File: config.mk
export PLATFORM = sky130hd
export DESIGN_NAME = lic_config_regs
export DESIGN_NICKNAME = d
export VERILOG_FILES = /design/src/hw/lic_config_regs.v
export VERILOG_INCLUDE_DIRS = /design/src /design/src/hw
export SDC_FILE = /design/constraint.sdc
export NUM_CORES = 1
export LEC_CHECK = 0
export ABC_AREA = 0
export BUFFER_PORTS_ARGS = -buffer_cell sky130_fd_sc_hd__buf_2
export CAP_MARGIN = 10
export CORE_MARGIN = 5
export CORE_UTILIZATION = 52
export CTS_CLUSTER_SIZE = 30
export DETAILED_ROUTE_END_ITERATION = 8
export PLACE_DENSITY = 0.79
export SKIP_LAST_GASP = 1
export SLEW_MARGIN = 20
export SYNTH_ARGS = -nofsm -noshare
export SYNTH_HDL_FRONTEND = slang
export SYNTH_SLANG_ARGS = --single-unit
File: constraint.sdc
create_clock -name pclk -period 2.2 [get_ports pclk]
set_clock_uncertainty 0.2 [all_clocks]
set_input_delay 0.55 -clock pclk [delete_from_list [all_inputs] [get_ports pclk]]
set_output_delay 0.55 -clock pclk [all_outputs]
set_load 0.03 [all_outputs]
File: src/hw/lic_defs.vh
// constants for the line interface configuration register bank
// assumes an apb slave with 32-bit data; register index = byte address / 4
// How it works
// channel interrupt flags read-only, eight bits, zero at reset, bit n = channel n+1
// pin direction bits 1 and 0: 0 output, 1 input, both reset to 1
// output pins drive the stored level bit, levels at bits 3 and 2
// input pins read back their sampled level in the level bit
// placement bits 4-3: 00/10 off, 01 transmit path, 11 receive path
// depth bits 2-1: 00 is 128 bits, 01 is 64, 1x is 32
// bandwidth bit 0: clear 5/6.8 Hz, set 1.25/0.9 Hz
// bit 5 selects limit mode with wider bandwidth; resets to 0
// power-down bit 4 turns transmitter off and its driver high impedance
// polarity bit 3: clear active high, set active low transmit data
// clock edge bit 2: clear falling, set rising edge sampling
// mode 00: single rail data through HDB3/B8ZS encoder and shaper
// mode 01: single rail data through AMI encoder and shaper
// mode 1x: encoder bypassed, dual rail data on positive/negative inputs
// channel registers repeat eight times, 20H apart from channel one
// global mode bit 4: clear E1, set T1/J1; picks bandwidth value
// reserved bits read zero; fields take defaults on hard or soft reset
`ifndef LIC_DEFS_VH
`define LIC_DEFS_VH

`define LIC_IDX_JCFG     5'h01
`define LIC_IDX_TCFG     5'h02
`define LIC_IDX_SRST     8'h20
`define LIC_IDX_GCFG     8'h40
`define LIC_IDX_IRQCH    8'h80
`define LIC_IDX_GPIO     8'hA0
`define LIC_IDX_ISTAT    8'hFC
`define LIC_IDX_IMASK    8'hFD

`define LIC_GCFG_MODE    4
`define LIC_JC_LIMIT     5
`define LIC_JC_PL_HI     4
`define LIC_JC_PL_LO     3
`define LIC_JC_DP_HI     2
`define LIC_JC_DP_LO     1
`define LIC_JC_BW        0
`define LIC_TC_OFF       4
`define LIC_TC_INV       3
`define LIC_TC_EDGE      2

`define LIC_JCFG_RST     6'h00
`define LIC_TCFG_RST     5'h00
`define LIC_GPIO_DIR_RST 2'h3
`define LIC_GPIO_LVL_RST 2'h0
`define LIC_GCFG_RST     1'h0
`define LIC_IRQ_RST      3'h0
// edges after reset until the third synchroniser stage holds real pin data
`define LIC_SYNC_WARM    2'h3

`define LIC_DEPTH_128    8'h80
`define LIC_DEPTH_64     8'h40
`define LIC_DEPTH_32     8'h20
// corners in units of 0.01 Hz
`define LIC_BW_T1_NORM   10'h1F4
`define LIC_BW_E1_NORM   10'h2A8
`define LIC_BW_T1_NARR   10'h07D
`define LIC_BW_E1_NARR   10'h05A

`endif

File: src/hw/lic_config_regs.v
// configuration and status register bank for an eight-channel line interface
// assumes an apb master on pclk; channel interrupt lines and pins are asynchronous
//
// Design decision made here: the APB register port.
`timescale 1ns/1ps
`include "lic_defs.vh"

module lic_config_regs (
  input  wire        pclk,              // bus clock
  input  wire        presetn,           // async reset, active low
  input  wire        psel,              // apb select
  input  wire        penable,           // apb access phase
  input  wire        pwrite,            // apb direction
  input  wire [11:0] paddr,             // apb byte address
  input  wire [31:0] pwdata,            // apb write data
  output reg  [31:0] prdata,            // apb read data
  output reg         pready,            // apb ready
  output reg         pslverr,           // apb error, unmapped address
  input  wire [7:0]  chan_irq,          // per-channel interrupt levels
  input  wire [1:0]  general_pin_in,    // pin levels, bit 1 pin one
  output reg  [1:0]  general_pin_out,   // pin drive levels
  output reg  [1:0]  general_pin_oe,    // pin drive enables
  output reg         irq,               // interrupt, active high
  output reg         global_line_std,   // 1 t1/j1, 0 e1
  output reg  [7:0]  ja_tx_path,        // attenuator in transmit path
  output reg  [7:0]  ja_rx_path,        // attenuator in receive path
  output reg  [63:0] ja_depth_bits,     // buffer depth, 8 bits per channel
  output reg  [79:0] ja_corner,         // corner in 0.01 Hz, 10 bits per channel
  output reg  [7:0]  jitter_limit_mode, // limit mode per channel
  output reg  [7:0]  tx_power_down,     // transmitter powered down
  output reg  [7:0]  tx_driver_hiz,     // line driver high impedance
  output reg  [7:0]  tx_data_polarity,  // transmit data active low
  output reg  [7:0]  tx_clock_edge_sel, // sample on rising edge
  output reg  [7:0]  tx_enc_hdb3,       // hdb3/b8zs encoder in use
  output reg  [7:0]  tx_enc_ami,        // ami encoder in use
  output reg  [7:0]  tx_dual_rail       // encoder bypassed, dual rail
);

  function chan_hit;
    input [7:0] idx;
    input [4:0] low;
    begin
      chan_hit = (idx[4:0] == low);
    end
  endfunction

  wire [7:0] idx    = paddr[9:2];
  wire       hi_ok  = (paddr[11:10] == 2'h0);
  wire [2:0] ch     = idx[7:5];
  wire       setup  = psel & ~penable;
  wire       wr_acc = psel & penable & pready & pwrite & hi_ok;

  reg  [5:0] jcfg_q [0:7];
  reg  [4:0] tcfg_q [0:7];
  reg        gcfg_q;
  reg  [1:0] dir_q;
  reg  [1:0] lvl_q;
  reg  [2:0] istat_q;
  reg  [2:0] imask_q;
  reg        srst_q;
  reg  [7:0] irq_m_q;
  reg  [7:0] irq_s_q;
  reg  [7:0] irq_p_q;
  reg  [1:0] pin_m_q;
  reg  [1:0] pin_s_q;
  reg  [1:0] pin_p_q;
  reg  [1:0] warm_q;

  // three-stage synchronisers; first stage read only by the second
  always @(posedge pclk or negedge presetn)
  begin
    if (!presetn)
    begin
      irq_m_q <= 8'h00;
      irq_s_q <= 8'h00;
      irq_p_q <= 8'h00;
      pin_m_q <= 2'h0;
      pin_s_q <= 2'h0;
      pin_p_q <= 2'h0;
    end
    else
    begin
      irq_m_q <= chan_irq;
      irq_s_q <= irq_m_q;
      irq_p_q <= irq_s_q;
      pin_m_q <= general_pin_in;
      pin_s_q <= pin_m_q;
      pin_p_q <= pin_s_q;
    end
  end

  // hold off edge detection until the delayed stage has left its reset value,
  // otherwise a pin idling high would log a false change right after reset
  always @(posedge pclk or negedge presetn)
  begin
    if (!presetn)
      warm_q <= 2'h0;
    else if (warm_q != `LIC_SYNC_WARM)
      warm_q <= warm_q + 2'h1;
  end

  wire sync_ok = (warm_q == `LIC_SYNC_WARM);

  // event sources: input pin changes, any channel interrupt rising
  wire [2:0] ev;
  assign ev[0] = sync_ok & dir_q[0] & (pin_s_q[0] ^ pin_p_q[0]);
  assign ev[1] = sync_ok & dir_q[1] & (pin_s_q[1] ^ pin_p_q[1]);
  assign ev[2] = sync_ok & (|(irq_s_q & ~irq_p_q));

  // software reset: a write to the reset index restores defaults next cycle
  always @(posedge pclk or negedge presetn)
  begin
    if (!presetn)
      srst_q <= 1'b0;
    else
      srst_q <= wr_acc & (idx == `LIC_IDX_SRST);
  end

  // per-channel storage and decoded controls
  genvar g;
  generate
    for (g = 0; g < 8; g = g + 1)
    begin : g_ch
      wire wr_j = wr_acc & (ch == g) & chan_hit(idx, `LIC_IDX_JCFG);
      wire wr_t = wr_acc & (ch == g) & chan_hit(idx, `LIC_IDX_TCFG);
      wire [5:0] j = jcfg_q[g];
      wire [4:0] t = tcfg_q[g];
      always @(posedge pclk or negedge presetn)
      begin
        if (!presetn)
        begin
          jcfg_q[g] <= `LIC_JCFG_RST;
          tcfg_q[g] <= `LIC_TCFG_RST;
        end
        else if (srst_q)
        begin
          jcfg_q[g] <= `LIC_JCFG_RST;
          tcfg_q[g] <= `LIC_TCFG_RST;
        end
        else
        begin
          if (wr_j)
            jcfg_q[g] <= pwdata[5:0];
          if (wr_t)
            tcfg_q[g] <= pwdata[4:0];
        end
      end
      always @(posedge pclk or negedge presetn)
      begin
        if (!presetn)
        begin
          ja_tx_path[g]            <= 1'b0;
          ja_rx_path[g]            <= 1'b0;
          ja_depth_bits[g*8 +: 8]  <= `LIC_DEPTH_128;
          ja_corner[g*10 +: 10]    <= `LIC_BW_E1_NORM;
          jitter_limit_mode[g]     <= 1'b0;
          tx_power_down[g]         <= 1'b0;
          tx_driver_hiz[g]         <= 1'b0;
          tx_data_polarity[g]      <= 1'b0;
          tx_clock_edge_sel[g]     <= 1'b0;
          tx_enc_hdb3[g]           <= 1'b1;
          tx_enc_ami[g]            <= 1'b0;
          tx_dual_rail[g]          <= 1'b0;
        end
        else
        begin
          // placement: msb only matters with lsb set
          ja_tx_path[g] <= j[`LIC_JC_PL_LO] & ~j[`LIC_JC_PL_HI];
          ja_rx_path[g] <= j[`LIC_JC_PL_LO] & j[`LIC_JC_PL_HI];
          case (j[`LIC_JC_DP_HI:`LIC_JC_DP_LO])
            2'h0:    ja_depth_bits[g*8 +: 8] <= `LIC_DEPTH_128;
            2'h1:    ja_depth_bits[g*8 +: 8] <= `LIC_DEPTH_64;
            default: ja_depth_bits[g*8 +: 8] <= `LIC_DEPTH_32;
          endcase
          case ({gcfg_q, j[`LIC_JC_BW]})
            2'h0:    ja_corner[g*10 +: 10] <= `LIC_BW_E1_NORM;
            2'h1:    ja_corner[g*10 +: 10] <= `LIC_BW_E1_NARR;
            2'h2:    ja_corner[g*10 +: 10] <= `LIC_BW_T1_NORM;
            default: ja_corner[g*10 +: 10] <= `LIC_BW_T1_NARR;
          endcase
          jitter_limit_mode[g] <= j[`LIC_JC_LIMIT];
          tx_power_down[g]     <= t[`LIC_TC_OFF];
          tx_driver_hiz[g]     <= t[`LIC_TC_OFF];
          tx_data_polarity[g]  <= t[`LIC_TC_INV];
          tx_clock_edge_sel[g] <= t[`LIC_TC_EDGE];
          tx_enc_hdb3[g]       <= (t[1:0] == 2'h0);
          tx_enc_ami[g]        <= (t[1:0] == 2'h1);
          tx_dual_rail[g]      <= t[1];
        end
      end
    end
  endgenerate

  // global, pin and interrupt registers
  always @(posedge pclk or negedge presetn)
  begin
    if (!presetn)
    begin
      gcfg_q  <= `LIC_GCFG_RST;
      dir_q   <= `LIC_GPIO_DIR_RST;
      lvl_q   <= `LIC_GPIO_LVL_RST;
      imask_q <= `LIC_IRQ_RST;
      istat_q <= `LIC_IRQ_RST;
    end
    else if (srst_q)
    begin
      gcfg_q  <= `LIC_GCFG_RST;
      dir_q   <= `LIC_GPIO_DIR_RST;
      lvl_q   <= `LIC_GPIO_LVL_RST;
      imask_q <= `LIC_IRQ_RST;
      istat_q <= `LIC_IRQ_RST;
    end
    else
    begin
      if (wr_acc & (idx == `LIC_IDX_GCFG))
        gcfg_q <= pwdata[`LIC_GCFG_MODE];
      if (wr_acc & (idx == `LIC_IDX_GPIO))
      begin
        dir_q <= pwdata[1:0];
        lvl_q <= pwdata[3:2];
      end
      if (wr_acc & (idx == `LIC_IDX_IMASK))
        imask_q <= pwdata[2:0];
      // set wins over a same-cycle clear
      if (wr_acc & (idx == `LIC_IDX_ISTAT))
        istat_q <= (istat_q & ~pwdata[2:0]) | ev;
      else
        istat_q <= istat_q | ev;
    end
  end

  // pin drivers and interrupt output
  always @(posedge pclk or negedge presetn)
  begin
    if (!presetn)
    begin
      general_pin_out <= 2'h0;
      general_pin_oe  <= 2'h0;
      irq             <= 1'b0;
      global_line_std <= 1'b0;
    end
    else
    begin
      general_pin_out <= lvl_q;
      general_pin_oe  <= ~dir_q;
      irq             <= |(istat_q & imask_q);
      global_line_std <= gcfg_q;
    end
  end

  // read data for the addressed register
  reg [7:0] rd_d;
  reg       err_d;
  always @*
  begin
    rd_d  = 8'h00;
    err_d = ~hi_ok;
    if (hi_ok)
    begin
      if (chan_hit(idx, `LIC_IDX_JCFG))
        rd_d = {2'h0, jcfg_q[ch]};
      else if (chan_hit(idx, `LIC_IDX_TCFG))
        rd_d = {3'h0, tcfg_q[ch]};
      else
        case (idx)
          `LIC_IDX_SRST:  rd_d = 8'h00;
          `LIC_IDX_GCFG:  rd_d = {3'h0, gcfg_q, 4'h0};
          `LIC_IDX_IRQCH: rd_d = irq_s_q;
          // input pins show their sampled level
          `LIC_IDX_GPIO:  rd_d = {4'h0, (dir_q & pin_s_q) | (~dir_q & lvl_q), dir_q};
          `LIC_IDX_ISTAT: rd_d = {5'h00, istat_q};
          `LIC_IDX_IMASK: rd_d = {5'h00, imask_q};
          default:        err_d = 1'b1;
        endcase
    end
  end

  // zero-wait apb: ready in the first access cycle
  always @(posedge pclk or negedge presetn)
  begin
    if (!presetn)
    begin
      pready  <= 1'b0;
      prdata  <= 32'h0000_0000;
      pslverr <= 1'b0;
    end
    else
    begin
      pready  <= setup;
      pslverr <= setup & err_d;
      if (setup & ~pwrite)
        prdata <= {24'h000000, rd_d};
      else
        prdata <= 32'h0000_0000;
    end
  end

endmodule

After elaboration in Yosys (flattened, before gate mapping)
Cells that the tools add are included.
{"block": "word_totals", "romBits": 0, "n_memories": 0, "in_bits": 59, "register_bits": 364, "elab_cells": 378, "mem_bits_rw": 0, "out_inout_bits": 264, "latchBits": 0}
{"block": "classes", "add_sub_neg": 1, "eq_ne": 49, "reduce_logical": 48, "n_mul": 0, "div": 0, "shift": 0, "n_lt_le_gt_ge": 1, "n_mux": 73, "bitwise": 82}
{"op": "$pmux W10 S3", "count": 8}
{"op": "$pmux W8 S2", "count": 8}
{"op": "$mux W6", "count": 18}
{"op": "$mux W5", "count": 18}
{"op": "$and A1 B1 Y1", "count": 57}
{"op": "$logic_not A2 Y1", "count": 25}
{"op": "$eq A2 B1 Y1 const B", "count": 24}
{"op": "$pmux W8 S5", "count": 1}
{"op": "$reduce_bool A2 Y1", "count": 19}
{"op": "$eq A8 B8 Y1 const B", "count": 4}
{"op": "$mux W8", "count": 4}
{"op": "$bmux W6 S3", "count": 1}
{"op": "$eq A2 B2 Y1 const B", "count": 9}
{"op": "$bmux W5 S3", "count": 1}
{"op": "$eq A3 B3 Y1 const B", "count": 4}
{"op": "$mux W3", "count": 4}
{"op": "$not A1 Y1", "count": 11}
{"op": "$and A8 B8 Y8", "count": 1}
{"op": "$eq A8 B6 Y1 const B", "count": 1}
{"op": "$eq A8 B7 Y1 const B", "count": 1}
{"op": "$mux W2", "count": 4}
{"op": "$not A8 Y8", "count": 1}
{"op": "$reduce_or A8 Y1", "count": 1}
{"op": "$and A3 B3 Y3", "count": 2}
{"op": "other kinds (18)", "count": 27}

Depth between registers and ports, before layout
{"block": "depth", "depth_word": 8, "depth_mapped": 8, "ltp_nobuf": 5}

Worst setup path after synthesis
No wires, ideal clock.
{"block": "synth_path", "path_type": "input to register", "startpoint": "input paddr[4]", "endpoint": "register jcfg_q (netlist bit g_ch[6].j[0])", "required_time_ns": 1.868, "path_stages": 7, "path_buffers": 2, "setup_ns": 0.132, "setup_slack_ns": -0.188, "arrival_ns": 2.057, "path_cell_list": "or3_1 -> buf_6 -> or2_4 -> buf_6 -> nor3_4 -> mux2i_1 -> nor2_1"}
{"block": "synth_between", "elab_chain_cells": 3}
{"item": "start, declared", "line_no": "lic_config_regs.v:14", "source": "input wire [11:0] paddr,"}
{"item": "$eq A5 B1 Y1", "line_no": "lic_config_regs.v:43", "source": "chan_hit = (idx[4:0] == low);"}
{"item": "$and A1 B1 Y1", "line_no": "lic_config_regs.v:124", "source": "wire wr_j = wr_acc & (ch == g) & chan_hit(idx, `LIC_IDX_JCFG);"}
{"item": "$reduce_bool A2 Y1 (no line)"}
{"item": "end signal, assigned by index", "line_no": "lic_config_regs.v:132", "source": "jcfg_q[g] <= `LIC_JCFG_RST;"}
{"item": "end signal, assigned by index", "line_no": "lic_config_regs.v:137", "source": "jcfg_q[g] <= `LIC_JCFG_RST;"}
{"item": "end signal, assigned by index", "line_no": "lic_config_regs.v:143", "source": "jcfg_q[g] <= pwdata[5:0];"}
{"item": "end, declared", "line_no": "lic_config_regs.v:53", "source": "reg [5:0] jcfg_q [0:7];"}
Every way passes these cells.
A chain may end at the register's enable or synchronous reset.

Worst setup path in the final report
{"block": "layout_path", "startpoint": "input paddr[4]", "endpoint": "register prdata[3]"}
{"block": "layout_between", "elab_chain_cells": 6, "word_cells_on_any_way": 12, "cone_classes": "eq/ne: 7; mux: 5"}
{"item": "$eq A8 B8 Y1 / $eq A8 B7 Y1 (equally long branches)", "line_no": "lic_config_regs.v:265", "source": "case (idx)"}
{"item": "$pmux W8 S5", "line_no": "lic_config_regs.v:265"}
{"item": "$mux W8", "line_no": "lic_config_regs.v:262", "source": "else if (chan_hit(idx, `LIC_IDX_TCFG))"}
{"item": "$mux W8 *", "line_no": "lic_config_regs.v:260", "source": "if (chan_hit(idx, `LIC_IDX_JCFG))"}
{"item": "$mux W8 *", "line_no": "lic_config_regs.v:258", "source": "if (hi_ok)"}
{"item": "$mux W8 *", "line_no": "lic_config_regs.v:291", "source": "if (setup & ~pwrite)"}
{"item": "end signal, assigned", "line_no": "lic_config_regs.v:292", "source": "prdata <= {24'h000000, rd_d};"}
{"item": "end, declared", "line_no": "lic_config_regs.v:16", "source": "output reg [31:0] prdata,"}
Every way passes the cells marked *; elsewhere a longest branch is shown, timed or not.

==> qor.yml <==
sta:
  setup-violations-final: 0
  hold_viol_final: 0
  slew_violations: 0
  period_share_pct: 93.8
  tightestPinTransition_ps: 578
  rsz0062_at_grt: "no"
  max_freq_mhz: 485
  fin_ws_ps: 136
  slew_headroom_pct: 61.5
  fin_setup_tns_ps: 0
  min_period_ps: 2060
detailed_routing:
  routed_wl_mm: 29.7
  dr.pass1.iters: 6
  vias_per_cell: 5.03
  ant_nets: 0
  wl_per_cell_um: 18.6
  drt-initial-drc-count: 787
  via_count: 8012
  drc: 0
cts:
  clock_latency_ps: 550
  path_clk_slew_ps: 60
  cts_buffers: 31
  clockBufferDepth: 3
  cts_tree: "done"
  postCtsSetupRepairBufs: 0
  htree_levels: 1
  cts.sinks: 316
  root_buffer: "clkbuf_16"
  cts_resized: 0
synthesis:
  synth_top_area_share_pct: 54.9
  syn_avg_cell_area_sq_um: 12.6
  yosysTopAreaCell: "dfrtp_1"
  netlist-cell-type-count: 46
  syn_inst: 962
  ys_top_cells_by_area: "dfrtp_1 (55%), dfstp_2 (11%), mux2i_1 (6.4%)"
  netlist_area_sq_um: 12100
  async_flop_share_pct: 100
  synth_edf_count: 0
  yosysWarnings: 0
  ys.flop_type: "dfrtp_1"
  synth.ff_latch_count: 316
  yosysSeqAreaShare_pct: 65.7
die:
  initial_utilization_pct: 52.3
  die_w_um: 163
  die_y_um: 163
  num_io_pins: 323
  fp-row-count: 56
  core_sq_um: 23200
  fp.dieArea_sq_um: 26500
flow_run:
  drv_cap: 0
setup_path:
  cp-end-kind: "register"
  crit_type: "input pin to register"
  worstSetupStartpoint: "paddr[4]"
  path_max_fanout: 10
  rr_startpoint: "pready$_DFF_PN0_"
  cp.arrival_ps: 2290
  startpoint_type: "input pin"
  required_ps: 2430
finish:
  multi_input_area_sq_um: 3380
  area.sequential_sq_um: 7970
  post-route-util_pct: 65.0
  layout_commonest_cell: "dfrtp_1"
  drive_above_1_share_pct: 36.5
  final_cell_mix: "dfrtp_1 (265), buf_2 (229), nor2_1 (108)"
  area_growth_syn_to_layout_pct: 24.2
  fin_nets: 1308
  fillCellCount: 1695
  fin_cells: 1592
placement:
  io_buffer_count: 230
  dp_worst_setup_slack_ps: -293
  gp_congestion: 0.885
  dp_cells: 1523
  dp_hpwl_mm: 21.2
grt:
  antenna_found_initial: 4
  grt_max_degree: 73
  grt.total_usage_pct: 22.4
  grt_pass1_vias: 8367
  gr-total-overflow: 0
  grt_pass1_wl_mm: 46.3
pwr:
  cellPowerDensity_nw_per_um2: 789
  cellLeakagePower_uw: 0.00807
  ir_drop_mv: 0.471
hold_path:
  hp-start: "pwdata[5]"
  hold_path.class: "input pin to register"
run_status:
  status: "finished clean"
[flip-flops by register name, summed over array words and instances, names as in the netlist, 24 cells and up]
signal	flops
g_ch.j	48
g_ch.t	40
ja_corner	72
ja_depth_bits	24
[synth_stat cells (4+ instances only)]
cell type  instances
nor2b_1           31
dfstp_2           50
or2_2              5
nor2_1           109
nand3_1           25
a211oi_1           5
buf_4             84
nor3_1             4
o21ai_0           19
a221oi_1           7
nor3_4             6
dfrtp_1          266
nand2_1           43
o22ai_1            6
buf_2              4
mux2i_1           77
a21oi_1           34
mux4_2            16
nand2b_1          10
mux2_2             9
inv_1             48
and2_1            19
clkbuf_1          47
[power by group]
part / switching (uW) / internal, uW
combinational: 427 / 161
clock: 2150 / 3280
sequential: 19.7 / 5850
[layer usage]
| layer | part of all wire (%) | wire length, um | vias up | global-route usage (%) |
|---|---|---|---|---|
| li1 | - | - | 3597 | - |
| met1 | 40 | 11800 | 3894 | 29.9 |
| met2 | 48 | 14200 | 430 | 37.4 |
| met3 | 9.0 | 2670 | 85 | 4.56 |
| met4 | 3.1 | 922 | 6 | 7.05 |
| met5 | 0.074 | 22 | - | 0 |
[cells by family after synthesis]
logic type               synth area share, %
AO/OA/AOI/OAI                           4.08
XOR/XNOR                               0.289
adder cells (fa/ha/maj)                0.103
buffers and inverters                   8.58
flip-flops                              65.7
multiplexers                            10.2
other                                 0.0309
AND/OR/NAND/NOR                         11.1
[critical path, stage by stage]
cell     delay, ps
buf_2          100
or3_1          490
or2_1          380
buf_4          230
nor2_1         160
a32oi_1        100
a21oi_1        270
[metrics by stage]
| step | hold WS [ps] | total power, uW | cell area, sq um |
|---|---|---|---|
| final | 136 | 11900 | 15100 |
| after global routing | 139 | 12300 | 15100 |
| after detailed placement | 135 | 6550 | 13900 |
| after floorplan | 54.4 | 6360 | 12400 |
| after global placement | 133 | 6540 | 13900 |
| after CTS | 114 | 12000 | 15100 |
[worst paths after layout]
check	endpoint	slack (ps)	depth (start not counted)
max	prdata[3]$_DFF_PN0_	140	7
min	g_ch[2].j[5]$_DFFE_PN0P_	140	3
max reg2reg	g_ch[3].j[3]$_DFFE_PN0P_	230	6
min reg2reg	irq_s_q[5]$_DFF_PN0_	140	0
max in group asynchronous	ja_depth_bits[55]$_DFF_PN1_	750	3
min in group asynchronous	global_line_std$_DFF_PN0_	310	2
[layout make-up]
| class | count | share of cell area, % |
|---|---|---|
| repair buffers | 330 | 13.8 |
| diodes | 1 | 0.0166 |
| flip-flops and latches | 316 | 52.9 |
| well taps | 319 | 2.65 |
| clock inverters | 16 | 1.46 |
| clock buffers | 41 | 5.59 |
| multi-input cells | 521 | 22.4 |
| inverters | 48 | 1.20 |
[repair_timing]
action	in CTS	in global routing
hold buffers	11	0
endpoints found under the hold margin	34	0
endpoints found under the setup margin	0	0
Power figures use the tool's default switching activity.
